**src/logic/srcr_defines.vh**
```
`ifndef SRCR_DEFINES_VH
`define SRCR_DEFINES_VH

// ----------------------------------------------------------------
// register offsets
// ----------------------------------------------------------------
`define SRCR_ADDR_W 8
`define SRCR_OFS_TICK_COUNT 8'h00
`define SRCR_OFS_SUMMARY 8'h01
`define SRCR_OFS_SUPPLY 8'h02

// ----------------------------------------------------------------
// summary register bit positions
// ----------------------------------------------------------------
`define SRCR_SUM_DSP 7
`define SRCR_SUM_LINK 5
`define SRCR_SUM_MEMTEMP 4
`define SRCR_SUM_SUPPLY 3
`define SRCR_SUM_TEST 2
`define SRCR_SUM_RESET 1
`define SRCR_SUM_INIT 0
`define SRCR_SUM_RSVD 6

// ----------------------------------------------------------------
// supply fault register bit positions
// ----------------------------------------------------------------
`define SRCR_SUP_UV 7
`define SRCR_SUP_AREG 3
`define SRCR_SUP_DREG 2
`define SRCR_SUP_MREG 1
`define SRCR_SUP_CONT 0
`define SRCR_SUP_NUM 5
`define SRCR_MON_UV 4
`define SRCR_MON_AREG 3
`define SRCR_MON_DREG 2
`define SRCR_MON_MREG 1
`define SRCR_MON_CONT 0

// ----------------------------------------------------------------
// widths and reset values
// ----------------------------------------------------------------
`define SRCR_DATA_W 8
`define SRCR_PRESC_W 10
`define SRCR_COUNT_RST 8'h00
`define SRCR_PRESC_RST 10'h000
`define SRCR_BYTE_ZERO 8'h00
`define SRCR_TIMER_W 24

// ----------------------------------------------------------------
// timing
// ----------------------------------------------------------------
`define SRCR_PRESC_DIV 1000
`define SRCR_PRESC_LAST 10'h3e7
`define SRCR_CLK_PERIOD_NS 8
`define SRCR_RECOVERY_NS 100000
`define SRCR_DATA_VALID_NS 1000000

`endif

```
**src/logic/srcr_sync.v**
```verilog
`timescale 1ns/1ps

// ----------------------------------------------------------------
// two-stage synchroniser for asynchronous monitor levels
// ----------------------------------------------------------------
module srcr_sync #(
  parameter WIDTH = 1
) (
  // clock, reset, enable
  input wire clk,
  input wire rst_n,
  input wire ce,
  // levels
  input wire [WIDTH-1:0] async_in,
  output reg [WIDTH-1:0] sync_out
);

  reg [WIDTH-1:0] stage1_r;

  always @(posedge clk)
  begin
    if (!rst_n)
    begin
      stage1_r <= {WIDTH{1'b0}};
      sync_out <= {WIDTH{1'b0}};
    end
    else if (ce)
    begin
      stage1_r <= async_in;
      sync_out <= stage1_r;
    end
  end

endmodule

```
**src/logic/srcr_regs.v**
```verilog
// Contract
// RULE_01: read-only 8-bit free-running wrapping counter
// RULE_02: prescaler divides oscillator by 1000
// RULE_03: prescaler, counter zero at reset; advance together
// RULE_04: status registers read-only over either interface
// RULE_05: summary bit 7 ORs processor faults
// RULE_06: summary bit 5 equals output mismatch flag
// RULE_07: summary bit 4 ORs five memory/temp flags
// RULE_08: summary bit 3 ORs five supply flags
// RULE_09: summary bit 2 shows test mode
// RULE_10: summary bit 1 set by reset, cleared by read
// RULE_11: summary bit 0 clears when data valid
// RULE_12: supply bit 7 flags undervoltage
// RULE_13: supply bit 3 flags analog regulator fault
// RULE_14: supply bit 2 flags digital regulator fault
// RULE_15: supply bit 1 flags memory regulator fault
// RULE_16: supply bit 0 flags continuity break
// RULE_17: shared recovery timer; clearing follows disable setting
// RULE_18: host ignores supply flags during reset
`timescale 1ns/1ps
`include "srcr_defines.vh"

module srcr_regs #(
  parameter RECOVERY_CYC = (`SRCR_RECOVERY_NS + `SRCR_CLK_PERIOD_NS - 1) / `SRCR_CLK_PERIOD_NS,
  parameter DATA_VALID_CYC = (`SRCR_DATA_VALID_NS + `SRCR_CLK_PERIOD_NS - 1) / `SRCR_CLK_PERIOD_NS
) (
  // clock, reset, enable
  input wire clk,
  input wire rst_n,
  input wire ce,
  // register read port from the serial front end
  input wire rd_en,
  input wire [`SRCR_ADDR_W-1:0] rd_addr,
  output reg [`SRCR_DATA_W-1:0] rd_data_r,
  output reg rd_valid_r,
  // status field transmitted by the front end
  input wire status_tx_clr,
  // signal processor flags
  input wire selftest_incomplete,
  input wire common_mode_fault,
  input wire selftest_fault,
  // link and memory/temperature flags
  input wire link_error_summary,
  input wire factory_mem_fault,
  input wire user_mem_fault,
  input wire user_reg_check_fault,
  input wire user_mem_write_active,
  input wire temperature_fault,
  // mode and control
  input wire test_mode_active,
  input wire supply_report_disable,
  // analog monitors, asynchronous
  input wire supply_undervoltage,
  input wire analog_regulator_fault,
  input wire digital_regulator_fault,
  input wire memory_regulator_fault,
  input wire continuity_fault,
  // state views
  output reg [`SRCR_DATA_W-1:0] tick_count_r,
  output reg init_in_progress_r
);

  // ----------------------------------------------------------------
  // constants
  // ----------------------------------------------------------------
  localparam [`SRCR_PRESC_W-1:0] PRESC_LAST = `SRCR_PRESC_LAST;
  localparam [`SRCR_TIMER_W-1:0] RECOVERY_LOAD = RECOVERY_CYC[`SRCR_TIMER_W-1:0];
  localparam [`SRCR_TIMER_W-1:0] DATA_VALID_LOAD = DATA_VALID_CYC[`SRCR_TIMER_W-1:0];
  localparam [`SRCR_TIMER_W-1:0] TIMER_ZERO = {`SRCR_TIMER_W{1'b0}};
  localparam [`SRCR_TIMER_W-1:0] TIMER_ONE = {{(`SRCR_TIMER_W-1){1'b0}}, 1'b1};

  // ----------------------------------------------------------------
  // monitor synchronisation
  // ----------------------------------------------------------------
  wire [`SRCR_SUP_NUM-1:0] mon_async;
  wire [`SRCR_SUP_NUM-1:0] mon_sync;

  assign mon_async[`SRCR_MON_UV] = supply_undervoltage;
  assign mon_async[`SRCR_MON_AREG] = analog_regulator_fault;
  assign mon_async[`SRCR_MON_DREG] = digital_regulator_fault;
  assign mon_async[`SRCR_MON_MREG] = memory_regulator_fault;
  assign mon_async[`SRCR_MON_CONT] = continuity_fault;

  srcr_sync #(
    .WIDTH(`SRCR_SUP_NUM)
  ) u_mon_sync (
    .clk(clk),
    .rst_n(rst_n),
    .ce(ce),
    .async_in(mon_async),
    .sync_out(mon_sync)
  );

  // ----------------------------------------------------------------
  // state
  // ----------------------------------------------------------------
  reg [`SRCR_PRESC_W-1:0] presc_r;
  reg [`SRCR_PRESC_W-1:0] presc_nxt;
  reg [`SRCR_DATA_W-1:0] tick_count_nxt;
  reg reset_occurred_r;
  reg reset_occurred_nxt;
  reg init_in_progress_nxt;
  reg [`SRCR_TIMER_W-1:0] init_timer_r;
  reg [`SRCR_TIMER_W-1:0] init_timer_nxt;
  reg [`SRCR_DATA_W-1:0] supply_r;
  reg [`SRCR_DATA_W-1:0] supply_nxt;
  reg [`SRCR_TIMER_W-1:0] rcv_timer_r;
  reg [`SRCR_TIMER_W-1:0] rcv_timer_nxt;
  reg [`SRCR_DATA_W-1:0] rd_data_nxt;
  reg [`SRCR_DATA_W-1:0] sup_set;
  reg rd_sel_count;
  reg rd_sel_summary;
  reg rd_sel_supply;

  wire rd_summary;
  wire rd_supply;
  wire presc_wrap;
  wire sup_fault_now;
  wire rcv_expired;
  wire sup_clear;
  wire [`SRCR_DATA_W-1:0] summary;

  // ----------------------------------------------------------------
  // address decode
  // ----------------------------------------------------------------
  always @*
  begin
    rd_sel_count = 1'b0;
    rd_sel_summary = 1'b0;
    rd_sel_supply = 1'b0;
    if (rd_addr == `SRCR_OFS_TICK_COUNT)
    begin
      rd_sel_count = 1'b1;
    end
    else if (rd_addr == `SRCR_OFS_SUMMARY)
    begin
      rd_sel_summary = 1'b1;
    end
    else if (rd_addr == `SRCR_OFS_SUPPLY)
    begin
      rd_sel_supply = 1'b1;
    end
  end

  assign rd_summary = rd_en && rd_sel_summary;
  assign rd_supply = rd_en && rd_sel_supply;

  // ----------------------------------------------------------------
  // prescaler and rolling counter
  // ----------------------------------------------------------------
  assign presc_wrap = (presc_r == PRESC_LAST); // RULE_02

  always @*
  begin
    presc_nxt = presc_r + 1'b1; // RULE_02
    tick_count_nxt = tick_count_r;
    if (presc_wrap)
    begin
      presc_nxt = `SRCR_PRESC_RST;
      tick_count_nxt = tick_count_r + 1'b1; // RULE_01 RULE_03
    end
  end

  // ----------------------------------------------------------------
  // supply faults with shared recovery timer
  // ----------------------------------------------------------------
  always @*
  begin
    sup_set = `SRCR_BYTE_ZERO;
    sup_set[`SRCR_SUP_UV] = mon_sync[`SRCR_MON_UV]; // RULE_12
    sup_set[`SRCR_SUP_AREG] = mon_sync[`SRCR_MON_AREG]; // RULE_13
    sup_set[`SRCR_SUP_DREG] = mon_sync[`SRCR_MON_DREG]; // RULE_14
    sup_set[`SRCR_SUP_MREG] = mon_sync[`SRCR_MON_MREG]; // RULE_15
    sup_set[`SRCR_SUP_CONT] = mon_sync[`SRCR_MON_CONT]; // RULE_16
  end

  assign sup_fault_now = |mon_sync;
  assign rcv_expired = (rcv_timer_r == TIMER_ZERO) && !sup_fault_now;
  // disabled: auto clear on expiry; enabled: held until read after expiry
  assign sup_clear = rcv_expired && (supply_report_disable || rd_supply); // RULE_17

  always @*
  begin
    rcv_timer_nxt = rcv_timer_r;
    if (sup_fault_now)
    begin
      rcv_timer_nxt = RECOVERY_LOAD; // RULE_17
    end
    else if (rcv_timer_r != TIMER_ZERO)
    begin
      rcv_timer_nxt = rcv_timer_r - TIMER_ONE;
    end
    supply_nxt = supply_r;
    if (sup_clear)
    begin
      supply_nxt = `SRCR_BYTE_ZERO; // RULE_17
    end
    // a new fault wins over the clear
    supply_nxt = supply_nxt | sup_set; // RULE_17
  end

  // ----------------------------------------------------------------
  // reset indication
  // ----------------------------------------------------------------
  always @*
  begin
    reset_occurred_nxt = reset_occurred_r;
    if (rd_summary || status_tx_clr)
    begin
      reset_occurred_nxt = 1'b0; // RULE_10
    end
  end

  // ----------------------------------------------------------------
  // initialisation delay
  // ----------------------------------------------------------------
  always @*
  begin
    init_timer_nxt = init_timer_r;
    init_in_progress_nxt = init_in_progress_r;
    if (init_timer_r != TIMER_ZERO)
    begin
      init_timer_nxt = init_timer_r - TIMER_ONE;
    end
    else
    begin
      init_in_progress_nxt = 1'b0; // RULE_11
    end
  end

  // ----------------------------------------------------------------
  // summary assembly
  // ----------------------------------------------------------------
  assign summary[`SRCR_SUM_DSP] = selftest_incomplete | common_mode_fault |
                                  selftest_fault; // RULE_05
  assign summary[`SRCR_SUM_RSVD] = 1'b0;
  assign summary[`SRCR_SUM_LINK] = link_error_summary; // RULE_06
  assign summary[`SRCR_SUM_MEMTEMP] = factory_mem_fault | user_mem_fault |
                                      user_reg_check_fault | user_mem_write_active |
                                      temperature_fault; // RULE_07
  assign summary[`SRCR_SUM_SUPPLY] = supply_r[`SRCR_SUP_UV] | supply_r[`SRCR_SUP_AREG] |
                                     supply_r[`SRCR_SUP_DREG] | supply_r[`SRCR_SUP_MREG] |
                                     supply_r[`SRCR_SUP_CONT]; // RULE_08
  assign summary[`SRCR_SUM_TEST] = test_mode_active; // RULE_09
  assign summary[`SRCR_SUM_RESET] = reset_occurred_r; // RULE_10
  assign summary[`SRCR_SUM_INIT] = init_in_progress_r; // RULE_11

  // ----------------------------------------------------------------
  // read mux, read-only: no write path exists
  // ----------------------------------------------------------------
  always @*
  begin
    rd_data_nxt = rd_data_r;
    if (rd_en)
    begin
      if (rd_sel_count)
      begin
        rd_data_nxt = tick_count_r; // RULE_01 RULE_04
      end
      else if (rd_sel_summary)
      begin
        rd_data_nxt = summary; // RULE_04
      end
      else if (rd_sel_supply)
      begin
        rd_data_nxt = supply_r; // RULE_04
      end
      else
      begin
        rd_data_nxt = `SRCR_BYTE_ZERO;
      end
    end
  end

  // ----------------------------------------------------------------
  // registers
  // ----------------------------------------------------------------
  always @(posedge clk)
  begin
    if (!rst_n)
    begin
      presc_r <= `SRCR_PRESC_RST; // RULE_03
      tick_count_r <= `SRCR_COUNT_RST; // RULE_03
      reset_occurred_r <= 1'b1; // RULE_10
      init_in_progress_r <= 1'b1; // RULE_11
      init_timer_r <= DATA_VALID_LOAD;
      supply_r <= `SRCR_BYTE_ZERO;
      rcv_timer_r <= TIMER_ZERO;
      rd_data_r <= `SRCR_BYTE_ZERO;
      rd_valid_r <= 1'b0;
    end
    else if (ce)
    begin
      presc_r <= presc_nxt;
      tick_count_r <= tick_count_nxt;
      reset_occurred_r <= reset_occurred_nxt;
      init_in_progress_r <= init_in_progress_nxt;
      init_timer_r <= init_timer_nxt;
      supply_r <= supply_nxt;
      rcv_timer_r <= rcv_timer_nxt;
      rd_data_r <= rd_data_nxt;
      rd_valid_r <= rd_en;
    end
  end

endmodule

```
**config.mk**
```make
export PLATFORM = sky130hd
export DESIGN_NAME = srcr_regs
export DESIGN_NICKNAME = d
export VERILOG_FILES = /design/src/logic/srcr_sync.v /design/src/logic/srcr_regs.v
export VERILOG_INCLUDE_DIRS = /design/src /design/src/logic
export SDC_FILE = /design/constraint.sdc
export NUM_CORES = 1
export LEC_CHECK = 0
export BUFFER_PORTS_ARGS = -buffer_cell sky130_fd_sc_hd__buf_2
export CAP_MARGIN = 20
export CORE_MARGIN = 2
export CORE_UTILIZATION = 46
export CTS_CLUSTER_SIZE = 12
export DETAILED_ROUTE_END_ITERATION = 10
export PLACE_DENSITY = 0.69
export SETUP_SLACK_MARGIN = 0.4
export SLEW_MARGIN = 30
export SYNTH_ARGS = -nofsm -noshare
export SYNTH_HDL_FRONTEND = slang
export SYNTH_SLANG_ARGS = --single-unit
```
**constraint.sdc**
```tcl
create_clock -name clk -period 5.01 [get_ports clk]
set_input_delay 0.501 -clock clk [delete_from_list [all_inputs] [get_ports clk]]
set_output_delay 0.501 -clock clk [all_outputs]
set_load 0.005 [all_outputs]
```
==> run_summary.xml <==
<?xml version="1.0" encoding="UTF-8"?>
<metrics>
  <group name="outcome">
    <metric name="status" unit="">finished, final reports clean</metric>
  </group>
  <group name="worst_setup_path">
    <metric name="crit_type" unit="">in2reg</metric>
    <metric name="ff2ff_path_depth" unit="">5</metric>
    <metric name="r2r_end" unit="">supply_r[0]$_SDFFE_PN0P_</metric>
    <metric name="timing.rr.start" unit="">rcv_timer_r[15]$_SDFFE_PN0P_</metric>
    <metric name="crit_path_cell_trace" unit="">buf_2, clkinv_1, nor4_2, o2111ai_2, or4_1, a21oi_1</metric>
    <metric name="top_family_by_delay_on_critical_path" unit="">buffers and inverters</metric>
    <metric name="critPathMaxFanout" unit="">40</metric>
    <metric name="cp-start-kind" unit="">primary input</metric>
    <metric name="critPathSlowestCell" unit="">sky130_fd_sc_hd__buf_2</metric>
    <metric name="crit_path_end_kind" unit="">flop</metric>
    <metric name="r2r_setup_slack" unit="ns">2.32</metric>
    <metric name="cp.buffers_inverters" unit="">2</metric>
    <metric name="critPathMaxStageDelay" unit="ns">0.64</metric>
    <metric name="required" unit="ns">5.30</metric>
    <metric name="arrival" unit="ns">3.11</metric>
  </group>
  <group name="final_layout">
    <metric name="final_nets" unit="">579</metric>
    <metric name="fin_area" unit="sq um">4870</metric>
    <metric name="drive_above_1_share" unit="%">13.8</metric>
    <metric name="count_of_placed_standard_cells_in_the_final_layout_fillers_left_out" unit="">678</metric>
    <metric name="antenna_cells_inserted" unit="">0</metric>
    <metric name="final_util" unit="%">52.7</metric>
    <metric name="flow.area_growth_from_synthesis" unit="%">11.4</metric>
  </group>
  <group name="clock_network">
    <metric name="cts.hold.buffers_added" unit="">0</metric>
    <metric name="cts_setup_buffers" unit="">0</metric>
    <metric name="clock_tree.root_cell" unit="">sky130_fd_sc_hd__clkbuf_8</metric>
    <metric name="clock_insertion_delay_worst_skew" unit="ns">0.36</metric>
    <metric name="clkSinkCount" unit="">92</metric>
    <metric name="cts_max_path_buffers" unit="">2</metric>
    <metric name="htree_num_levels" unit="">3</metric>
    <metric name="clk_pin_slew" unit="ns">0.10</metric>
    <metric name="post_cts_resized" unit="">0</metric>
    <metric name="tritoncts_clock_tree" unit="">done</metric>
    <metric name="cts_inserted_buffers" unit="">9</metric>
  </group>
  <group name="yosys">
    <metric name="synth.yosys.seq_area_share" unit="%">42.1</metric>
    <metric name="syn-instance-count" unit="">509</metric>
    <metric name="synth.largest_area_cell" unit="">sky130_fd_sc_hd__dfxtp_1</metric>
    <metric name="number_of_synthesized_register_bits" unit="">92</metric>
    <metric name="post-synth-top-count-cell" unit="">sky130_fd_sc_hd__dfxtp_1</metric>
    <metric name="netlist-cell-type-count" unit="">54</metric>
    <metric name="synth-async-reset-ratio" unit="%">0</metric>
    <metric name="syn-num-nets" unit="">544</metric>
    <metric name="avgSynthCellArea" unit="sq um">8.59</metric>
    <metric name="syn-cell-area" unit="sq um">4370</metric>
    <metric name="synth_largest_type_area_fraction" unit="%">42.1</metric>
    <metric name="synth_edf_count" unit="">0</metric>
    <metric name="ys_top_cells_by_count" unit="">sky130_fd_sc_hd__dfxtp_1, sky130_fd_sc_hd__nor2_1, sky130_fd_sc_hd__nand2_1</metric>
    <metric name="dominantRegCellSynth" unit="">sky130_fd_sc_hd__dfxtp_1</metric>
    <metric name="yosysWarnings" unit="">0</metric>
    <metric name="synth_top_cells_by_area" unit="">sky130_fd_sc_hd__dfxtp_1, sky130_fd_sc_hd__nor2_1, sky130_fd_sc_hd__mux2i_1, sky130_fd_sc_hd__or4_1, sky130_fd_sc_hd__a21oi_1</metric>
  </group>
  <group name="place">
    <metric name="pre_cts_ws" unit="ns">1.83</metric>
    <metric name="detailed_place_hpwl" unit="mm">6.54</metric>
    <metric name="io_buffers" unit="">46</metric>
    <metric name="post_dp_cell_area" unit="sq um">4680</metric>
    <metric name="numPlacedInstances" unit="">662</metric>
    <metric name="finalWeightedCongestion" unit="">0.853</metric>
  </group>
  <group name="timing">
    <metric name="layout_worst_path_cycle_share" unit="%">56.3</metric>
    <metric name="worst_slew_pin_slew" unit="ns">0.844</metric>
    <metric name="total_of_endpoints_with_negative_setup_slack_in_the_final_report" unit="">0</metric>
    <metric name="final.setup.tns" unit="ns">0</metric>
    <metric name="fmax" unit="MHz">355</metric>
    <metric name="post-route-min-period" unit="ns">2.82</metric>
    <metric name="final_max_slew_viol_count" unit="">0</metric>
    <metric name="setup_ws" unit="ns">2.19</metric>
    <metric name="fin_worst_hold_slack" unit="ns">0.382</metric>
    <metric name="setup_repair_after_global_routing_missed_its_margin" unit="">no</metric>
    <metric name="max_slew_margin" unit="%">43.7</metric>
    <metric name="clock_tree_skew_after_final_layout" unit="ns">0.00989</metric>
    <metric name="timing_hold_violations_final" unit="">0</metric>
  </group>
  <group name="floorplan">
    <metric name="die_h" unit="um">101</metric>
    <metric name="die-area" unit="sq um">10300</metric>
    <metric name="die-width" unit="um">101</metric>
    <metric name="initial_utilization" unit="%">47.3</metric>
    <metric name="placeableCoreArea" unit="sq um">9240</metric>
    <metric name="ios" unit="">47</metric>
    <metric name="rows" unit="">35</metric>
  </group>
  <group name="power">
    <metric name="total_power" unit="mW">1.97</metric>
    <metric name="static-leakage-power" unit="nW">1.86</metric>
    <metric name="peakVddDrop" unit="mV">0.167</metric>
    <metric name="p_per_area" unit="nW/um^2">405</metric>
  </group>
  <group name="global_route">
    <metric name="grt_start_max_net_pins" unit="">47</metric>
    <metric name="gr-max-usage-layer" unit="">met2</metric>
    <metric name="groute.layer.met2.usage" unit="%">30.6</metric>
    <metric name="overflow" unit="">0</metric>
    <metric name="initial_antenna_violation_count" unit="">0</metric>
    <metric name="grt.met1_usage" unit="%">25.1</metric>
    <metric name="vias_in_the_first_global_route" unit="">3392</metric>
    <metric name="grt_first_pass_wirelength" unit="mm">15.7</metric>
    <metric name="globalRouteTotalUtil" unit="%">19.0</metric>
    <metric name="grt.met3_usage" unit="%">3.66</metric>
  </group>
  <group name="drt">
    <metric name="count_of_unresolved_drc_violations_after_routing" unit="">0</metric>
    <metric name="wirelength" unit="mm">9.53</metric>
    <metric name="drt_pass1_iterations" unit="">4</metric>
    <metric name="drt_iter0_drcs" unit="">123</metric>
    <metric name="avgRoutedWirePerCell" unit="um">14.1</metric>
    <metric name="antenna_violating_nets_post_route" unit="">0</metric>
    <metric name="post_drt_via_cell_ratio" unit="">5.58</metric>
    <metric name="vias" unit="">3781</metric>
  </group>
  <group name="min_path">
    <metric name="holdCritPathClass" unit="">in2reg</metric>
    <metric name="worst_hold_startpoint" unit="">continuity_fault</metric>
    <metric name="holdPathStages" unit="">3</metric>
    <metric name="capture_endpoint_of_the_worst_hold_path" unit="">u_mon_sync.stage1_r[0]$_SDFFE_PN0P_</metric>
  </group>
  <group name="run">
    <metric name="maxCapViolations" unit="">0</metric>
  </group>
</metrics>
==> cell families after synthesis <==
logic type      count (synthesis)  synth area share [%]
xor+xnor                       26                  5.21
simple gates                  217                  25.9
buf+inv                        35                  3.09
mux                            21                  4.81
compound gates                112                  17.1
flops                          92                  42.1
fa+ha+maj                       6                  1.72
==> layout by cell type, fill, tap and decap left out, types with 15 or more instances in the layout <==
cell	instances
sky130_fd_sc_hd__nand2_1	40
sky130_fd_sc_hd__mux2i_1	21
sky130_fd_sc_hd__o31ai_1	15
sky130_fd_sc_hd__or4_1	24
sky130_fd_sc_hd__o21ai_0	22
sky130_fd_sc_hd__buf_2	46
sky130_fd_sc_hd__nor2_1	62
sky130_fd_sc_hd__dfxtp_1	92
sky130_fd_sc_hd__or3_1	17
sky130_fd_sc_hd__a21oi_1	32
==> worst min-delay path, cell delays in order <==
cell                      delay, ns
sky130_fd_sc_hd__buf_2         0.08
sky130_fd_sc_hd__mux2i_1       0.06
sky130_fd_sc_hd__nor2_1        0.07
==> area by class of cell <==
type / instances / area (sq um)
Clock buffer: 9 / 124
Clock inverter: 7 / 63.8
Fill cell: 864 / 4370
Inverter: 12 / 45.0
Multi-Input combinational cell: 382 / 2390
Sequential cell: 92 / 1840
Tap cell: 129 / 161
Timing Repair Buffer: 47 / 238
==> per-layer routing <==
| metal | part of all wire [%] | routed length, um |
|---|---|---|
| met1 | 48 | 4570 |
| met2 | 47 | 4450 |
| met3 | 3.4 | 327 |
| met4 | 2.0 | 187 |
| met5 | 0 | 0 |
==> registers in the layout (all words and copies together) (netlist names) <==
signal	flops
init_in_progress_r	1
supply_r	5
tick_count_r	8
init_timer_r	24
rd_valid_r	1
reset_occurred_r	1
u_mon_sync.sync_out	5
presc_r	10
u_mon_sync.stage1_r	5
rd_data_r	8
rcv_timer_r	24
==> power breakdown <==
group / internal [mW] / total [mW] / switching, mW
registers: 0.807 / 0.884 / 0.0767
clock network: 0.193 / 0.484 / 0.291
logic: 0.219 / 0.603 / 0.384
==> worst max-delay path by stage <==
stage / depth (start not counted) / from / slack (ns) / end
finish: 6 / ce / 2.19 / rcv_timer_r[22]$_SDFFE_PN0P_
global route: 6 / ce / 2.01 / rcv_timer_r[22]$_SDFFE_PN0P_
CTS: 6 / ce / 2.21 / rcv_timer_r[22]$_SDFFE_PN0P_
detailed placement: 6 / ce / 1.83 / rcv_timer_r[23]$_SDFFE_PN0P_
global placement: 6 / ce / 1.93 / rcv_timer_r[23]$_SDFFE_PN0P_
floorplan: 7 / rcv_timer_r[8]$_SDFFE_PN0P_ / 2.77 / rcv_timer_r[2]$_SDFFE_PN0P_
Note: power is estimated with default switching activity, not from simulation.
